[config.mk]
export PLATFORM = sky130hd
export DESIGN_NAME = pbw_wiper_ctrl
export DESIGN_NICKNAME = d
export VERILOG_FILES = /design/src/inc/pbw_pkg.sv /design/src/inc/pbw_btn_if.sv /design/src/hw/pbw_debounce.sv /design/src/hw/pbw_wiper_ctrl.sv
export SDC_FILE = /design/constraint.sdc
export NUM_CORES = 1
export LEC_CHECK = 0
export ABC_CLOCK_PERIOD_IN_PS = 4700
export BUFFER_PORTS_ARGS = -buffer_cell sky130_fd_sc_hd__buf_4
export CAP_MARGIN = 20
export CORE_AREA = 10 10 117 119
export DETAILED_ROUTE_END_ITERATION = 16
export DIE_AREA = 0 0 127 129
export MAX_ROUTING_LAYER = met4
export PLACE_DENSITY = 0.71
export SYNTH_ARGS = -nofsm -noshare
export SYNTH_HDL_FRONTEND = slang
export SYNTH_SLANG_ARGS = --single-unit
[constraint.sdc]
create_clock -name clk -period 4.7 [get_ports clk]
set_clock_uncertainty 0.1 [all_clocks]
set_input_delay 0.705 -clock clk [delete_from_list [all_inputs] [get_ports clk]]
set_output_delay 0.705 -clock clk [all_outputs]
set_load 0.03 [all_outputs]
[src/inc/pbw_pkg.sv]
// Purpose: Shared constants and types of the push-button wiper controller.
// Assumes: A 20 MHz system clock and a 1 ms internal time base.
// Notes:   Intervals are counted in time-base ticks of one millisecond.
`default_nettype none
package pbw_pkg;
  localparam int CLK_PERIOD_NS = 50;
  localparam int TIMEBASE_NS   = 1000000;
  localparam int TICK_CYCLES   = TIMEBASE_NS / CLK_PERIOD_NS;
  localparam int DIV_W         = 15;

  localparam int POS_W = 5;
  localparam int TAPS  = 32;
  localparam logic [POS_W-1:0] POS_RESET = 5'h00;
  localparam logic [POS_W-1:0] POS_MIN   = 5'h00;
  localparam logic [POS_W-1:0] POS_MAX   = 5'h1f;
  localparam logic [TAPS-1:0]  TAP_ONE   = 32'h0000_0001;

  // All times below are in milliseconds, one time-base tick each.
  localparam int TIME_W = 11;
  localparam logic [TIME_W-1:0] DEBOUNCE_MS   = 11'h00f;
  localparam logic [TIME_W-1:0] JOIN_MS       = 11'h00f;
  localparam logic [TIME_W-1:0] SLOW_MS       = 11'h0fa;
  localparam logic [TIME_W-1:0] FAST_MS       = 11'h032;
  localparam logic [TIME_W-1:0] FAST_AFTER_MS = 11'h3e8;
  localparam logic [TIME_W-1:0] SHUTDOWN_MS   = 11'h7d0;
  localparam logic [TIME_W-1:0] WAKE_MS       = 11'h0fa;
  localparam logic [TIME_W-1:0] MIN_GAP_MS    = 11'h002;
  localparam int DEB_W = 5;

  typedef enum logic [3:0] {
    ST_IDLE     = 4'h0,
    ST_PAIR     = 4'h1,
    ST_SLOW     = 4'h2,
    ST_FAST     = 4'h3,
    ST_BOTH     = 4'h4,
    ST_LOCK     = 4'h5,
    ST_SHUT_ARM = 4'h6,
    ST_SHUT     = 4'h7,
    ST_WAKE     = 4'h8
  } pbw_state_t;
endpackage
`default_nettype wire

[src/inc/pbw_btn_if.sv]
// Purpose: Carries the time base to one button filter and its result back.
// Assumes: One instance per button.
// Notes:   held is the filtered, active-high pressed level.
`default_nettype none
interface pbw_btn_if;
  logic ms_tick;
  logic held;
  modport deb  (input ms_tick, output held);
  modport core (output ms_tick, input held);
endinterface
`default_nettype wire

[src/hw/pbw_debounce.sv]
// Purpose: Synchronises and debounces one active-low button input.
// Assumes: The ms_tick pulse arrives once per millisecond.
// Notes:   Press needs a steady low; release is taken at once.
`default_nettype none
module pbw_debounce (
  input  wire logic clk,
  input  wire logic rst_n,
  input  wire logic button_n,
  pbw_btn_if.deb    btn
);
  // One extra tick because the first tick may come just after the edge.
  localparam logic [pbw_pkg::DEB_W-1:0] THR =
    pbw_pkg::DEB_W'(pbw_pkg::DEBOUNCE_MS + 11'h001);

  logic                      sync_a;
  logic                      sync_b;
  logic [pbw_pkg::DEB_W-1:0] cnt;

  always_ff @(posedge clk or negedge rst_n) begin
    if (!rst_n) begin
      sync_a <= 1'b1;
      sync_b <= 1'b1;
    end else begin
      sync_a <= button_n;
      sync_b <= sync_a;
    end
  end

  always_ff @(posedge clk or negedge rst_n) begin
    if (!rst_n) begin
      cnt <= '0;
    end else if (sync_b) begin
      cnt <= '0;
    end else if (btn.ms_tick && cnt != THR) begin
      cnt <= cnt + 1'b1;
    end
  end

  always_ff @(posedge clk or negedge rst_n) begin
    if (!rst_n) begin
      btn.held <= 1'b0;
    end else begin
      btn.held <= !sync_b && (cnt == THR);
    end
  end
endmodule
`default_nettype wire

[src/hw/pbw_wiper_ctrl.sv]
// Purpose: Push-button control of a 32-tap wiper with scan and shutdown.
// Assumes: Button inputs are active low and may be asynchronous to clk.
// Notes:   Outputs lag the wiper counter by one clock.
// Function
// - Power-up loads the wiper counter with tap zero.
// - Up button held past debounce steps one tap upward.
// - Down button held past debounce steps one tap downward.
// - Five-bit counter decoded so exactly one of 32 taps is closed.
// - Low pulses shorter than the debounce interval are ignored.
// - During the first second a held button repeats at slow rate.
// - After one second held, stepping switches to the fast rate.
// - Release stops stepping at once, keeps position, returns to idle.
// - Buttons pressed over 15 ms apart lock out until both released.
// - Both buttons held 2 s opens high terminal, selects lowest tap.
// - Counter saturates at both ends and never wraps.
// - In shutdown a 15 ms single press exits and restores position.
// - Holding on 250 ms after shutdown exit starts auto stepping.
// - Slow scan steps every 250 ms.
// - Fast scan steps every 50 ms.
`default_nettype none
module pbw_wiper_ctrl #(
  parameter int TICK_CYCLES = pbw_pkg::TICK_CYCLES
) (
  input  wire logic                       clk,
  input  wire logic                       rst_n,
  input  wire logic                       up_button_n,
  input  wire logic                       down_button_n,
  output var  logic [pbw_pkg::TAPS-1:0]   tap_select,
  output var  logic [pbw_pkg::POS_W-1:0]  wiper_pos,
  output var  logic                       high_terminal_on,
  output var  logic                       shutdown
);
  localparam logic [pbw_pkg::DIV_W-1:0] DIV_LAST =
    pbw_pkg::DIV_W'(TICK_CYCLES - 1);

  pbw_btn_if up_if ();
  pbw_btn_if dn_if ();

  logic [pbw_pkg::DIV_W-1:0]  div;
  logic                       tick;
  pbw_pkg::pbw_state_t        state;
  pbw_pkg::pbw_state_t        next_state;
  logic                       dir_up;
  logic                       next_dir;
  logic [pbw_pkg::TIME_W-1:0] tcnt;
  logic [pbw_pkg::TIME_W-1:0] icnt;
  logic                       t_clr;
  logic                       i_clr;
  logic                       step;
  logic                       enter_sd;
  logic                       leave_sd;
  logic                       sd;
  logic [pbw_pkg::POS_W-1:0]  pos;
  logic [pbw_pkg::POS_W-1:0]  saved;
  logic                       up_held;
  logic                       dn_held;
  logic                       own_held;
  logic                       oth_held;

  always_ff @(posedge clk or negedge rst_n) begin
    if (!rst_n) begin
      div  <= '0;
      tick <= 1'b0;
    end else begin
      tick <= (div == DIV_LAST);
      div  <= (div == DIV_LAST) ? '0 : div + 1'b1;
    end
  end

  assign up_if.ms_tick = tick;
  assign dn_if.ms_tick = tick;

  pbw_debounce u_up (
    .clk      (clk),
    .rst_n    (rst_n),
    .button_n (up_button_n),
    .btn      (up_if)
  );

  pbw_debounce u_dn (
    .clk      (clk),
    .rst_n    (rst_n),
    .button_n (down_button_n),
    .btn      (dn_if)
  );

  assign up_held  = up_if.held;
  assign dn_held  = dn_if.held;
  assign own_held = dir_up ? up_held : dn_held;
  assign oth_held = dir_up ? dn_held : up_held;

  always_comb begin
    next_state = state;
    next_dir   = dir_up;
    step       = 1'b0;
    t_clr      = 1'b0;
    i_clr      = 1'b0;
    enter_sd   = 1'b0;
    leave_sd   = 1'b0;
    case (state)
      pbw_pkg::ST_IDLE: begin
        if (up_held && dn_held) begin
          next_state = pbw_pkg::ST_BOTH;
          t_clr      = 1'b1;
        end else if (up_held || dn_held) begin
          next_state = pbw_pkg::ST_PAIR;
          next_dir   = up_held;
          t_clr      = 1'b1;
        end
      end
      // single step once the pairing window is settled
      pbw_pkg::ST_PAIR: begin
        if (oth_held) begin
          next_state = pbw_pkg::ST_BOTH;
          t_clr      = 1'b1;
        end else if (!own_held) begin
          step       = 1'b1;
          next_state = pbw_pkg::ST_IDLE;
        end else if (tcnt >= pbw_pkg::JOIN_MS) begin
          step       = 1'b1;
          next_state = pbw_pkg::ST_SLOW;
          i_clr      = 1'b1;
        end
      end
      // slow repeat, switch to fast after one second
      pbw_pkg::ST_SLOW: begin
        if (oth_held) begin
          next_state = pbw_pkg::ST_LOCK;
        end else if (!own_held) begin
          next_state = pbw_pkg::ST_IDLE;
        end else if (tcnt >= pbw_pkg::FAST_AFTER_MS) begin
          next_state = pbw_pkg::ST_FAST;
          i_clr      = 1'b1;
        end else if (icnt >= pbw_pkg::SLOW_MS) begin
          step  = 1'b1;
          i_clr = 1'b1;
        end
      end
      pbw_pkg::ST_FAST: begin
        if (oth_held) begin
          next_state = pbw_pkg::ST_LOCK;
        end else if (!own_held) begin
          next_state = pbw_pkg::ST_IDLE;
        end else if (icnt >= pbw_pkg::FAST_MS) begin
          step  = 1'b1;
          i_clr = 1'b1;
        end
      end
      // both held for the shutdown time
      pbw_pkg::ST_BOTH: begin
        if (!up_held || !dn_held) begin
          next_state = pbw_pkg::ST_LOCK;
        end else if (tcnt >= pbw_pkg::SHUTDOWN_MS) begin
          next_state = pbw_pkg::ST_SHUT_ARM;
          enter_sd   = 1'b1;
        end
      end
      // ignore everything until both are released
      pbw_pkg::ST_LOCK: begin
        if (!up_held && !dn_held) begin
          next_state = pbw_pkg::ST_IDLE;
        end
      end
      pbw_pkg::ST_SHUT_ARM: begin
        if (!up_held && !dn_held) begin
          next_state = pbw_pkg::ST_SHUT;
        end
      end
      // a single debounced press leaves shutdown
      pbw_pkg::ST_SHUT: begin
        if (up_held != dn_held) begin
          next_state = pbw_pkg::ST_WAKE;
          next_dir   = up_held;
          leave_sd   = 1'b1;
          t_clr      = 1'b1;
        end
      end
      // auto stepping after 250 ms more
      pbw_pkg::ST_WAKE: begin
        if (oth_held) begin
          next_state = pbw_pkg::ST_LOCK;
        end else if (!own_held) begin
          next_state = pbw_pkg::ST_IDLE;
        end else if (tcnt >= pbw_pkg::WAKE_MS) begin
          step       = 1'b1;
          next_state = pbw_pkg::ST_SLOW;
          t_clr      = 1'b1;
          i_clr      = 1'b1;
        end
      end
      default: begin
        next_state = pbw_pkg::ST_IDLE;
      end
    endcase
  end

  always_ff @(posedge clk or negedge rst_n) begin
    if (!rst_n) begin
      state  <= pbw_pkg::ST_IDLE;
      dir_up <= 1'b1;
    end else begin
      state  <= next_state;
      dir_up <= next_dir;
    end
  end

  always_ff @(posedge clk or negedge rst_n) begin
    if (!rst_n) begin
      tcnt <= '0;
    end else if (t_clr) begin
      tcnt <= '0;
    end else if (tick && tcnt != '1) begin
      tcnt <= tcnt + 1'b1;
    end
  end

  always_ff @(posedge clk or negedge rst_n) begin
    if (!rst_n) begin
      icnt <= '0;
    end else if (i_clr) begin
      icnt <= '0;
    end else if (tick && icnt != '1) begin
      icnt <= icnt + 1'b1;
    end
  end

  always_ff @(posedge clk or negedge rst_n) begin
    if (!rst_n) begin
      pos <= pbw_pkg::POS_RESET;
    end else if (leave_sd) begin
      pos <= saved;
    end else if (step && dir_up && pos != pbw_pkg::POS_MAX) begin
      pos <= pos + 1'b1;
    end else if (step && !dir_up && pos != pbw_pkg::POS_MIN) begin
      pos <= pos - 1'b1;
    end
  end

  // holding register for the pre-shutdown position
  always_ff @(posedge clk or negedge rst_n) begin
    if (!rst_n) begin
      saved <= pbw_pkg::POS_RESET;
      sd    <= 1'b0;
    end else if (enter_sd) begin
      saved <= pos;
      sd    <= 1'b1;
    end else if (leave_sd) begin
      sd <= 1'b0;
    end
  end

  // one-hot decode; shutdown forces the lowest tap.
  always_ff @(posedge clk or negedge rst_n) begin
    if (!rst_n) begin
      tap_select       <= pbw_pkg::TAP_ONE;
      wiper_pos        <= pbw_pkg::POS_RESET;
      high_terminal_on <= 1'b1;
      shutdown         <= 1'b0;
    end else begin
      tap_select       <= sd ? pbw_pkg::TAP_ONE : pbw_pkg::TAP_ONE << pos;
      wiper_pos        <= sd ? pbw_pkg::POS_MIN : pos;
      high_terminal_on <= !sd;
      shutdown         <= sd;
    end
  end
endmodule
`default_nettype wire

After elaboration in Yosys (flattened, before gate mapping) --
Index checks and enable logic that the tools add are counted.
Storage, ports and cells: register bits after elaboration 109, bits of input ports 4, output and inout port bits 39
Cells by class: add/subtract/negate cells 7, $lt $le $gt $ge 6, equality and inequality tests 28, shift-type cells 1, muxes and demuxes 70, reduce and logical (&&, ||, !) cells 31
Operators by type and width (count):
- $mux W4 | 18
- $mux W11 | 4
- $mux W5 | 8
- $pmux W4 S9 | 1
- $mux W1 | 33
- $mux W32 | 1
- $shl A1 B5 Y32 const A | 1
- $add A11 B1 Y11 const B | 2
- $ge A11 B8 Y1 const B | 2
- $ne A11 B11 Y1 const B | 2
- $eq A4 B3 Y1 const B | 4
- $add A15 B1 Y15 const B | 1
- $add A5 B1 Y5 const B | 3
- $eq A15 B15 Y1 const B | 1
- $mux W15 | 1
- $ne A5 B5 Y1 const B | 3
- $logic_and A1 B1 Y1 | 12
- $ne A4 B4 Y1 const B | 3
- $pmux W1 S4 | 3
- $reduce_bool A2 Y1 | 6
- $ge A11 B10 Y1 const B | 1
- $ge A11 B11 Y1 const B | 1
- $ge A11 B4 Y1 const B | 1
- $ge A11 B6 Y1 const B | 1
- other kinds (16) | 30

Logic depth before layout (Yosys ltp) --
Gate-level depths: netlist of the first run.
word-level depth 11, mapped depth 15, mapped depth without buffers 15

Modules after synthesis --
From an unflattened synthesis of the first run, not the netlist that was laid out.
Second synthesis, totals: cell total of the unflattened synthesis 498, area total of the unflattened synthesis 5183.7 µm²
Modules (own cells, without submodules):
- pbw_wiper_ctrl | instances 1, cells each 436, area each 4438.0 µm², sequential area each 2331.0 µm²
- pbw_debounce | instances 2, cells each 31, area each 372.9 µm², sequential area each 202.7 µm²

Worst setup path after synthesis of the first run --
OpenSTA, ideal clock, no wires.
path kind register to register, start register dir_up, end register pos[4] in the netlist's numbering, library setup time 69 ps, data arrival time 3164 ps, required time 4531 ps, setup slack 1368 ps, cell stages (with the launch flop) 13, path buffers 1, clock period less this slack 3332 ps, path through dfstp_2 -> buf_6 -> or3b_4 -> a2111oi_4 -> a32oi_1 -> and2_4 -> or2_2 -> ha_1 -> a21o_1 -> a21oi_1 -> xor2_1 -> or4b_1 -> nand3_1
Between the ends: cells in the longest elaborated chain, start to end 8
Ends and longest elaborated chain:
- from (decl) | RTL line pbw_wiper_ctrl.sv:43 | logic dir_up;
- from (signal assigned) | RTL line pbw_wiper_ctrl.sv:203 | dir_up <= next_dir;
- $mux W1 | RTL line pbw_wiper_ctrl.sv:89 | assign own_held = dir_up ? up_held : dn_held;
- $mux W1, on equally long branches (2 in series)
- $pmux W1 S4 | RTL line pbw_wiper_ctrl.sv:100 | case (state)
- $logic_and A1 B1 Y1 (2 in series) | RTL line pbw_wiper_ctrl.sv:232 | end else if (step && dir_up && pos != pbw_pkg::POS_MAX) begin
- $mux W5 | RTL line pbw_wiper_ctrl.sv:232
- $mux W5 | RTL line pbw_wiper_ctrl.sv:230 | end else if (leave_sd) begin
- to (signal assigned) | RTL line pbw_wiper_ctrl.sv:229 | pos <= pbw_pkg::POS_RESET;
- to (signal assigned) | RTL line pbw_wiper_ctrl.sv:231 | pos <= saved;
- to (signal assigned) | RTL line pbw_wiper_ctrl.sv:233 | pos <= pos + 1'b1;
- to (decl) | RTL line pbw_wiper_ctrl.sv:53 | logic [pbw_pkg::POS_W-1:0] pos;
Several ways; a longest one is shown, not always the timed one. A chain may end at the register's enable or synchronous reset.

Worst setup path after layout of the first run --
start register state[0], end register pos[4] in the netlist's numbering
Between the ends: cells in the longest elaborated chain, start to end 6
Ends and longest elaborated chain:
- from (decl) | RTL line pbw_wiper_ctrl.sv:41 | pbw_pkg::pbw_state_t state;
- from (signal assigned) | RTL line pbw_wiper_ctrl.sv:199 | state <= pbw_pkg::ST_IDLE;
- from (signal assigned) | RTL line pbw_wiper_ctrl.sv:202 | state <= next_state;
- $eq A4 B4 Y1 (tied with other cells) | RTL line pbw_wiper_ctrl.sv:100
- $pmux W1 S4 | RTL line pbw_wiper_ctrl.sv:100
- $logic_and A1 B1 Y1 (2 in series) | RTL line pbw_wiper_ctrl.sv:232
- $mux W5 | RTL line pbw_wiper_ctrl.sv:232
- $mux W5 | RTL line pbw_wiper_ctrl.sv:230
Several ways; a longest one is shown, not always the timed one.

==> run_results.csv, run 1 <==
group,metric,value,unit
routing,dr.first_iter.drc_count,233,
final_layout,fillers,1024,
logic_synthesis,syn_inst,501,
placement,dp_hpwl,7110,um
global_route,groute.usage.overall,0.129,
pwr,cellLeakagePower,2.72,nW
floorplan,die_area,16400,um^2
worst_hold_path,min_from,"u_up.sync_a$_DFF_PN1_",
cts,clkLatencyLatePin,0.36,ns
timing,final.min_clock_period,3.65,ns
placement,portBuffers,42,
routing,routed_wl,10000,um
routing,firstDrtPassIters,4,
global_route,grt_pass1_vias,3567,
worst_setup_path,end_kind,"flop",
flow_run,cap_violations,0,
cts,cts.htree.levels,3,
logic_synthesis,ys.flop_type,"dfrtp_1",
worst_setup_path,worstRegToRegCells,11,
cts,root_buffer,"clkbuf_16",
status,outcome,"finished, final reports clean",
timing,drv_slew,0,
cts,cts_max_path_buffers,2,
worst_setup_path,worstSetupStartpointType,"flop",
routing,routed_via_density,5.28,
logic_synthesis,synth_nets,520,
worst_hold_path,holdPathEnd,"u_up.sync_b$_DFF_PN1_",
worst_setup_path,ff2ff_setup_slack,1.05,ns
floorplan,ios,43,
timing,rsz0062_at_grt,"false",
logic_synthesis,async_flop_share,1.00,
timing,finalSetupTns,0,ns
worst_hold_path,worstHoldPathType,"reg2reg",
global_route,grt_pass1_wl,17300,um
timing,fin_crit_sh,0.777,
worst_setup_path,critPathArrivalTime,3.84,ns
placement,globalplace.congestion,0.848,
worst_setup_path,worstSetupPathType,"reg2reg",
routing,num_vias,3620,
logic_synthesis,yosysSeqAreaShare,0.538,
global_route,overflow,0,
final_layout,diodes,0,
cts,cts_resized,0,
cts,holdBufCountCts,0,
logic_synthesis,synth.ff_latch_count,109,
pwr,power_density,300,nW/um^2
floorplan,die_w,127,um
logic_synthesis,ys_warn_count,0,
worst_hold_path,hold_depth,0,
timing,max_freq,274,MHz
floorplan,die_y,129,um
routing,drcViolationCount,0,
cts,postCtsSetupBuffers,0,
cts,cts_tree,"yes",
global_route,antenna_found_initial,0,
global_route,grt_max_degree,76,
floorplan,start_util,0.449,
logic_synthesis,ys_types,52,
floorplan,coreArea,11300,um^2
logic_synthesis,syn_area_per_cell,10.1,um^2
worst_setup_path,required,4.89,ns
cts,cts.reportedPaths.clkPinSlew,0.08,ns
floorplan,row_count,39,
timing,slew-limit-headroom,0.227,
timing,setup_violations,0,
timing,tightest_slew,1.15,ns
final_layout,drive_gt1_frac,0.151,
logic_synthesis,netlist_area,5080,um^2
cts,clock-sinks,109,
timing,hold_viol,0,
worst_setup_path,r2r_end,"pos[4]$_DFFE_PN0P_",
final_layout,fin_util,0.515,
final_layout,nets,557,
routing,route.detailed.wl_per_inst,14.6,um
routing,final_antenna_net_count,0,
pwr,vdd_drop_max,165,uV
worst_setup_path,r2r_start,"state[0]$_DFFE_PN0P_",
worst_setup_path,worst-path-max-fanout,19,
logic_synthesis,synth_edf_count,0,
cts,cts_buffers,9,
final_layout,syn_to_final_growth,14.8,%
## placed cells by master, fill, tap and decap left out, drive strengths merged, types with 7 or more instances in the layout
master / Yosys / layout
dfrtp: 102 / 102
nor2: 91 / 91
buf: 2 / 44
nand2: 37 / 37
inv: 22 / 27
xor2: 24 / 24
nand3: 22 / 22
xnor2: 20 / 20
nor3: 17 / 17
a21oi: 14 / 14
ha: 14 / 14
nand4: 13 / 13
clkbuf: 16 / 9
o21ai: 8 / 8
nand2b: 7 / 7
dfstp: 7 / 7
## synth_stat cells (5+ instances only)
library cell,number,share of area
a21oi_1,14,0.014
nor4_1,6,0.0074
nand4_1,13,0.016
xor2_1,24,0.041
nor2b_1,5,0.0062
nor3_1,17,0.017
nand2_1,37,0.027
dfrtp_1,102,0.50
xnor2_1,20,0.034
mux2_2,6,0.013
inv_1,22,0.016
nand3_1,22,0.022
o31ai_1,6,0.0089
dfstp_2,7,0.036
o21ai_0,8,0.0079
nand2b_1,7,0.0086
clkbuf_1,16,0.012
ha_1,14,0.034
nor2_1,91,0.067
## worst max-delay path, cell delays in order (launching register included)
cell and delay [ns]:
dfrtp_1 0.58, or4b_1 0.57, a21oi_1 0.28, a32oi_1 0.14
and2_4 0.20, or2_2 0.32, ha_1 0.34, a21o_1 0.20
a21oi_1 0.19, xor2_1 0.10, or4b_1 0.47, nand3_1 0.09
## stage by stage
| step | hold WS (ns) | setup WS [ns] | power [W] | instance area [um^2] | std cells |
|---|---|---|---|---|---|
| 2_1_floorplan | 0.245 | 1.37 | 0.000960 | 5080 | 501 |
| 3_3_place_gp | 0.247 | 1.22 | 0.000981 | 5520 | 670 |
| 3_5_place_dp | 0.249 | 1.13 | 0.000982 | 5520 | 670 |
| 4_1_cts | 0.260 | 1.10 | 0.00177 | 5830 | 686 |
| 5_1_grt | 0.263 | 0.899 | 0.00181 | 5830 | 686 |
| 6_report | 0.260 | 1.05 | 0.00175 | 5830 | 686 |
## cell type report
class	count	area, um^2	share of cell area
sequential	109	2740	0.469
multi-input combinational	352	2190	0.375
timing repair buffer	44	330	0.0566
clock buffer	9	225	0.0386
tap	143	179	0.0307
clock inverter	7	91.3	0.0157
inverter	22	82.6	0.0142
## routing by layer
layer / part of all wire / vias to the layer above / GRT usage
met5: 0 / - / -
met1: 0.49 / 1741 / 0.170
met2: 0.45 / 75 / 0.188
li1: - / 1793 / -
met3: 0.052 / 11 / 0.0324
met4: 0.012 / 0 / 0.0442
## cell families (layout without fill, tap and decap cells)
logic type	count (synthesis)	after routing	synth area share
AO/OA/AOI/OAI	63	63	0.0891
XOR/XNOR	44	44	0.0758
adder cells (fa/ha/maj)	15	15	0.0384
buffers and inverters	40	82	0.0310
flip-flops	109	109	0.538
multiplexers	9	9	0.0192
AND/OR/NAND/NOR	221	221	0.208
## flip-flops by register name, summed over array words and instances (netlist names), 4 cells and up
register and cells:
state 4, saved 5, pos 5, u_up.cnt 5, tap_select 32, u_dn.cnt 5
tcnt 11, icnt 11, div 15, wiper_pos 5
## power breakdown
group	internal (W)	switching (W)
sequential	0.000940	0.00000177
clock	0.000389	0.000398
combinational	0.00000207	0.0000174
total	0.00133	0.000417
## worst max path at each step
stage,startpoint,to,slack (ns),cells past startpoint
after floorplan,dir_up$_DFFE_PN1P_,pos[4]$_DFFE_PN0P_,1.37,12
after global placement,state[0]$_DFFE_PN0P_,pos[4]$_DFFE_PN0P_,1.22,11
after detailed placement,state[0]$_DFFE_PN0P_,pos[4]$_DFFE_PN0P_,1.13,11
after CTS,state[0]$_DFFE_PN0P_,pos[4]$_DFFE_PN0P_,1.10,11
after global routing,dir_up$_DFFE_PN1P_,pos[4]$_DFFE_PN0P_,0.90,11
final,state[0]$_DFFE_PN0P_,pos[4]$_DFFE_PN0P_,1.05,11
Note: power is estimated with default switching activity, not from simulation.
==> inputs of run 2 (changes only) <==
ABC_AREA = 1   (was unset)
ABC_CLOCK_PERIOD_IN_PS = 3150   (was 4700)
CORE_AREA = 10 10 119 121   (was 10 10 117 119)
DIE_AREA = 0 0 129 131   (was 0 0 127 129)
PLACE_DENSITY = 0.73   (was 0.71)
clock period = 3.15 ns   (was 4.7 ns; I/O delays follow)
==> run_results.csv, run 2 <==
group,metric,value,unit
logic_synthesis,synth.ff_latch_count,109,
logic_synthesis,ys_warn_count,0,
timing,rsz0062_at_grt,"false",
final_layout,top_regs,"tap_select (32), div (15)",
placement,dp_hpwl,7960,um
final_layout,fin_util,0.520,
status,failed_checks,"hold timing",
worst_hold_path,worstHoldPathType,"in2async",
timing,max_freq,359,MHz
routing,dr.first_iter.drc_count,266,
logic_synthesis,synth_most_common_cell,"dfrtp_1",
final_layout,fillers,1117,
final_layout,nets,681,
logic_synthesis,synth_nets,633,
floorplan,row_count,40,
worst_setup_path,required,3.31,ns
final_layout,largest_reg_flops,32,
final_layout,final_common_cell,"dfrtp_1",
floorplan,die_area,16900,um^2
logic_synthesis,syn_area_per_cell,8.68,um^2
global_route,grt_pass1_vias,4202,
cts,cts_buffers,9,
global_route,grt_max_degree,41,
timing,hold_slack,-0.0140,ns
timing,fin_crit_sh,0.885,
logic_synthesis,synth_common_cells,"102 x dfrtp_1, 92 x nand2_1, 91 x nor2_1, 74 x inv_1, 39 x nand3_1",
pwr,swShare,0.219,
cts,cts_resized,0,
routing,drcViolationCount,0,
placement,portBuffers,42,
floorplan,ios,43,
global_route,groute.usage.overall,0.140,
logic_synthesis,async_flop_share,1.00,
pwr,clockPowerShare,0.458,
timing,hold_viol,22,
logic_synthesis,netlist_area,5330,um^2
cts,postCtsSetupBuffers,0,
logic_synthesis,yosys-top-cells-area,"dfrtp_1 48%, nand2_1 6.5%, nor2_1 6.4%",
logic_synthesis,ys_types,44,
worst_setup_path,worstSetupStartpointType,"flop",
global_route,overflow,0,
pwr,cellLeakagePower,2.98,nW
logic_synthesis,ys.flop_type,"dfrtp_1",
floorplan,die_y,131,um
cts,clock-sinks,109,
pwr,power.internal,0.00207,W
timing,slew-limit-headroom,0.545,
logic_synthesis,synth_edf_count,0,
final_layout,diodes,0,
pwr,switching_power,0.000581,W
floorplan,coreArea,11800,um^2
status,outcome,"complete, but fails checks",
global_route,grt_pass1_wl,19200,um
timing,final.min_clock_period,2.79,ns
worst_setup_path,critPathArrivalTime,2.94,ns
cts,cts.reportedPaths.clkPinSlew,0.08,ns
final_layout,syn_to_final_growth,15.2,%
pwr,power_density,431,nW/um^2
timing,drv_slew,0,
worst_setup_path,r2r_start,"tcnt[4]$_DFFE_PN0P_",
logic_synthesis,yosysTopAreaCellShare,0.479,
final_layout,drive_gt1_frac,0.172,
cts,cts_max_path_buffers,2,
worst_setup_path,end_kind,"flop",
routing,firstDrtPassIters,4,
routing,route.detailed.wl_per_inst,13.3,um
worst_setup_path,crit_start,"tcnt[4]$_DFFE_PN0P_",
global_route,antenna_found_initial,0,
final_layout,top_register,"tap_select",
routing,routed_wl,10900,um
timing,setup_violations,0,
pwr,seq_power_share,0.531,
cts,root_buffer,"clkbuf_16",
worst_setup_path,worst-path-max-fanout,5,
routing,num_vias,4225,
timing,finalSetupTns,0,ns
cts,holdBufCountCts,0,
routing,routed_via_density,5.19,
cts,cts.htree.levels,3,
logic_synthesis,syn_inst,614,
pwr,vdd_drop_max,321,uV
logic_synthesis,yosysSeqAreaShare,0.513,
logic_synthesis,synth_top_area_cell,"dfrtp_1",
flow_run,cap_violations,0,
pwr,pwr-share-comb,0.012,
cts,clkLatencyLatePin,0.35,ns
floorplan,die_w,129,um
floorplan,start_util,0.451,
final_layout,final_cell_mix,"102 x dfrtp_1, 92 x nand2_1, 91 x nor2_1",
placement,globalplace.congestion,0.928,
cts,cts_tree,"yes",
pwr,power,0.00265,W
worst_setup_path,worstSetupPathType,"reg2reg",
routing,final_antenna_net_count,0,
timing,tightest_slew,0.676,ns
==> run 2: final cells by class <==
class	count	area [um^2]	share of cell area
sequential	109	2740	0.446
multi-input combinational	413	2240	0.365
timing repair buffer	45	338	0.0550
inverter	84	315	0.0514
clock buffer	10	239	0.0389
tap	147	184	0.0300
clock inverter	6	85.1	0.0139
==> run 2: worst paths after layout <==
path / cells after the start / to / slack [ns]
max: 15 / pos[4]$_DFFE_PN0P_ / 0.36
min: 1 / icnt[3]$_DFFE_PN0P_ / -0.01
max reg2reg: 15 / pos[4]$_DFFE_PN0P_ / 0.36
min reg2reg: 0 / u_dn.sync_b$_DFF_PN1_ / 0.26
max in group asynchronous: 2 / high_terminal_on$_DFF_PN1_ / 2.09
min in group clk: 1 / u_up.sync_a$_DFF_PN1_ / 0.12
==> run 2: per-stage QoR <==
step	setup WS, ns	instances	cell area [um^2]	hold WS (ns)
4_1_cts	0.362	814	6140	0.00937
2_1_floorplan	0.627	614	5330	0.0769
3_5_place_dp	0.399	798	5820	0.248
5_1_grt	0.0937	814	6140	0.0401
3_3_place_gp	0.510	798	5820	0.246
6_report	0.363	814	6140	-0.0140
==> run 2: critical path, stage by stage (launching register included) <==
cell	delay (ns)
dfrtp_1	0.43
nor2_1	0.19
nand3_1	0.13
nor2_1	0.20
nand3_1	0.10
nand2_1	0.08
nand3_2	0.11
nand2_2	0.13
inv_1	0.06
fa_1	0.39
o21ai_0	0.22
xor2_1	0.21
nand3b_1	0.14
nand3_1	0.08
nand2_1	0.07
nand2_1	0.04
==> run 2: layer usage <==
layer,track usage,share of wire,routed length [um],vias to the layer above
met5,-,0,0,-
met4,0.0515,0.015,163,0
met3,0.0310,0.051,557,13
met2,0.222,0.48,5210,100
met1,0.174,0.45,4930,2015
li1,-,-,-,2097
==> run 2: logic make-up (layout without fill, tap and decap cells) <==
group / count (synthesis) / after routing / share of synthesized area
XOR/XNOR: 12 / 12 / 0.0197
AO/OA/AOI/OAI: 82 / 82 / 0.0911
adder cells (fa/ha/maj): 15 / 15 / 0.0366
AND/OR/NAND/NOR: 304 / 304 / 0.273
flip-flops: 109 / 109 / 0.513
buffers and inverters: 92 / 145 / 0.0660
==> run 2: power by group through the flow <==
stage	registers, W	logic, W	clock network [W]
3_5_place_dp	0.00143	0.0000342	0
5_1_grt	0.00141	0.0000387	0.00130
6_report	0.00140	0.0000317	0.00121
3_3_place_gp	0.00143	0.0000334	0
4_1_cts	0.00140	0.0000344	0.00124
2_1_floorplan	0.00143	0.00000105	0
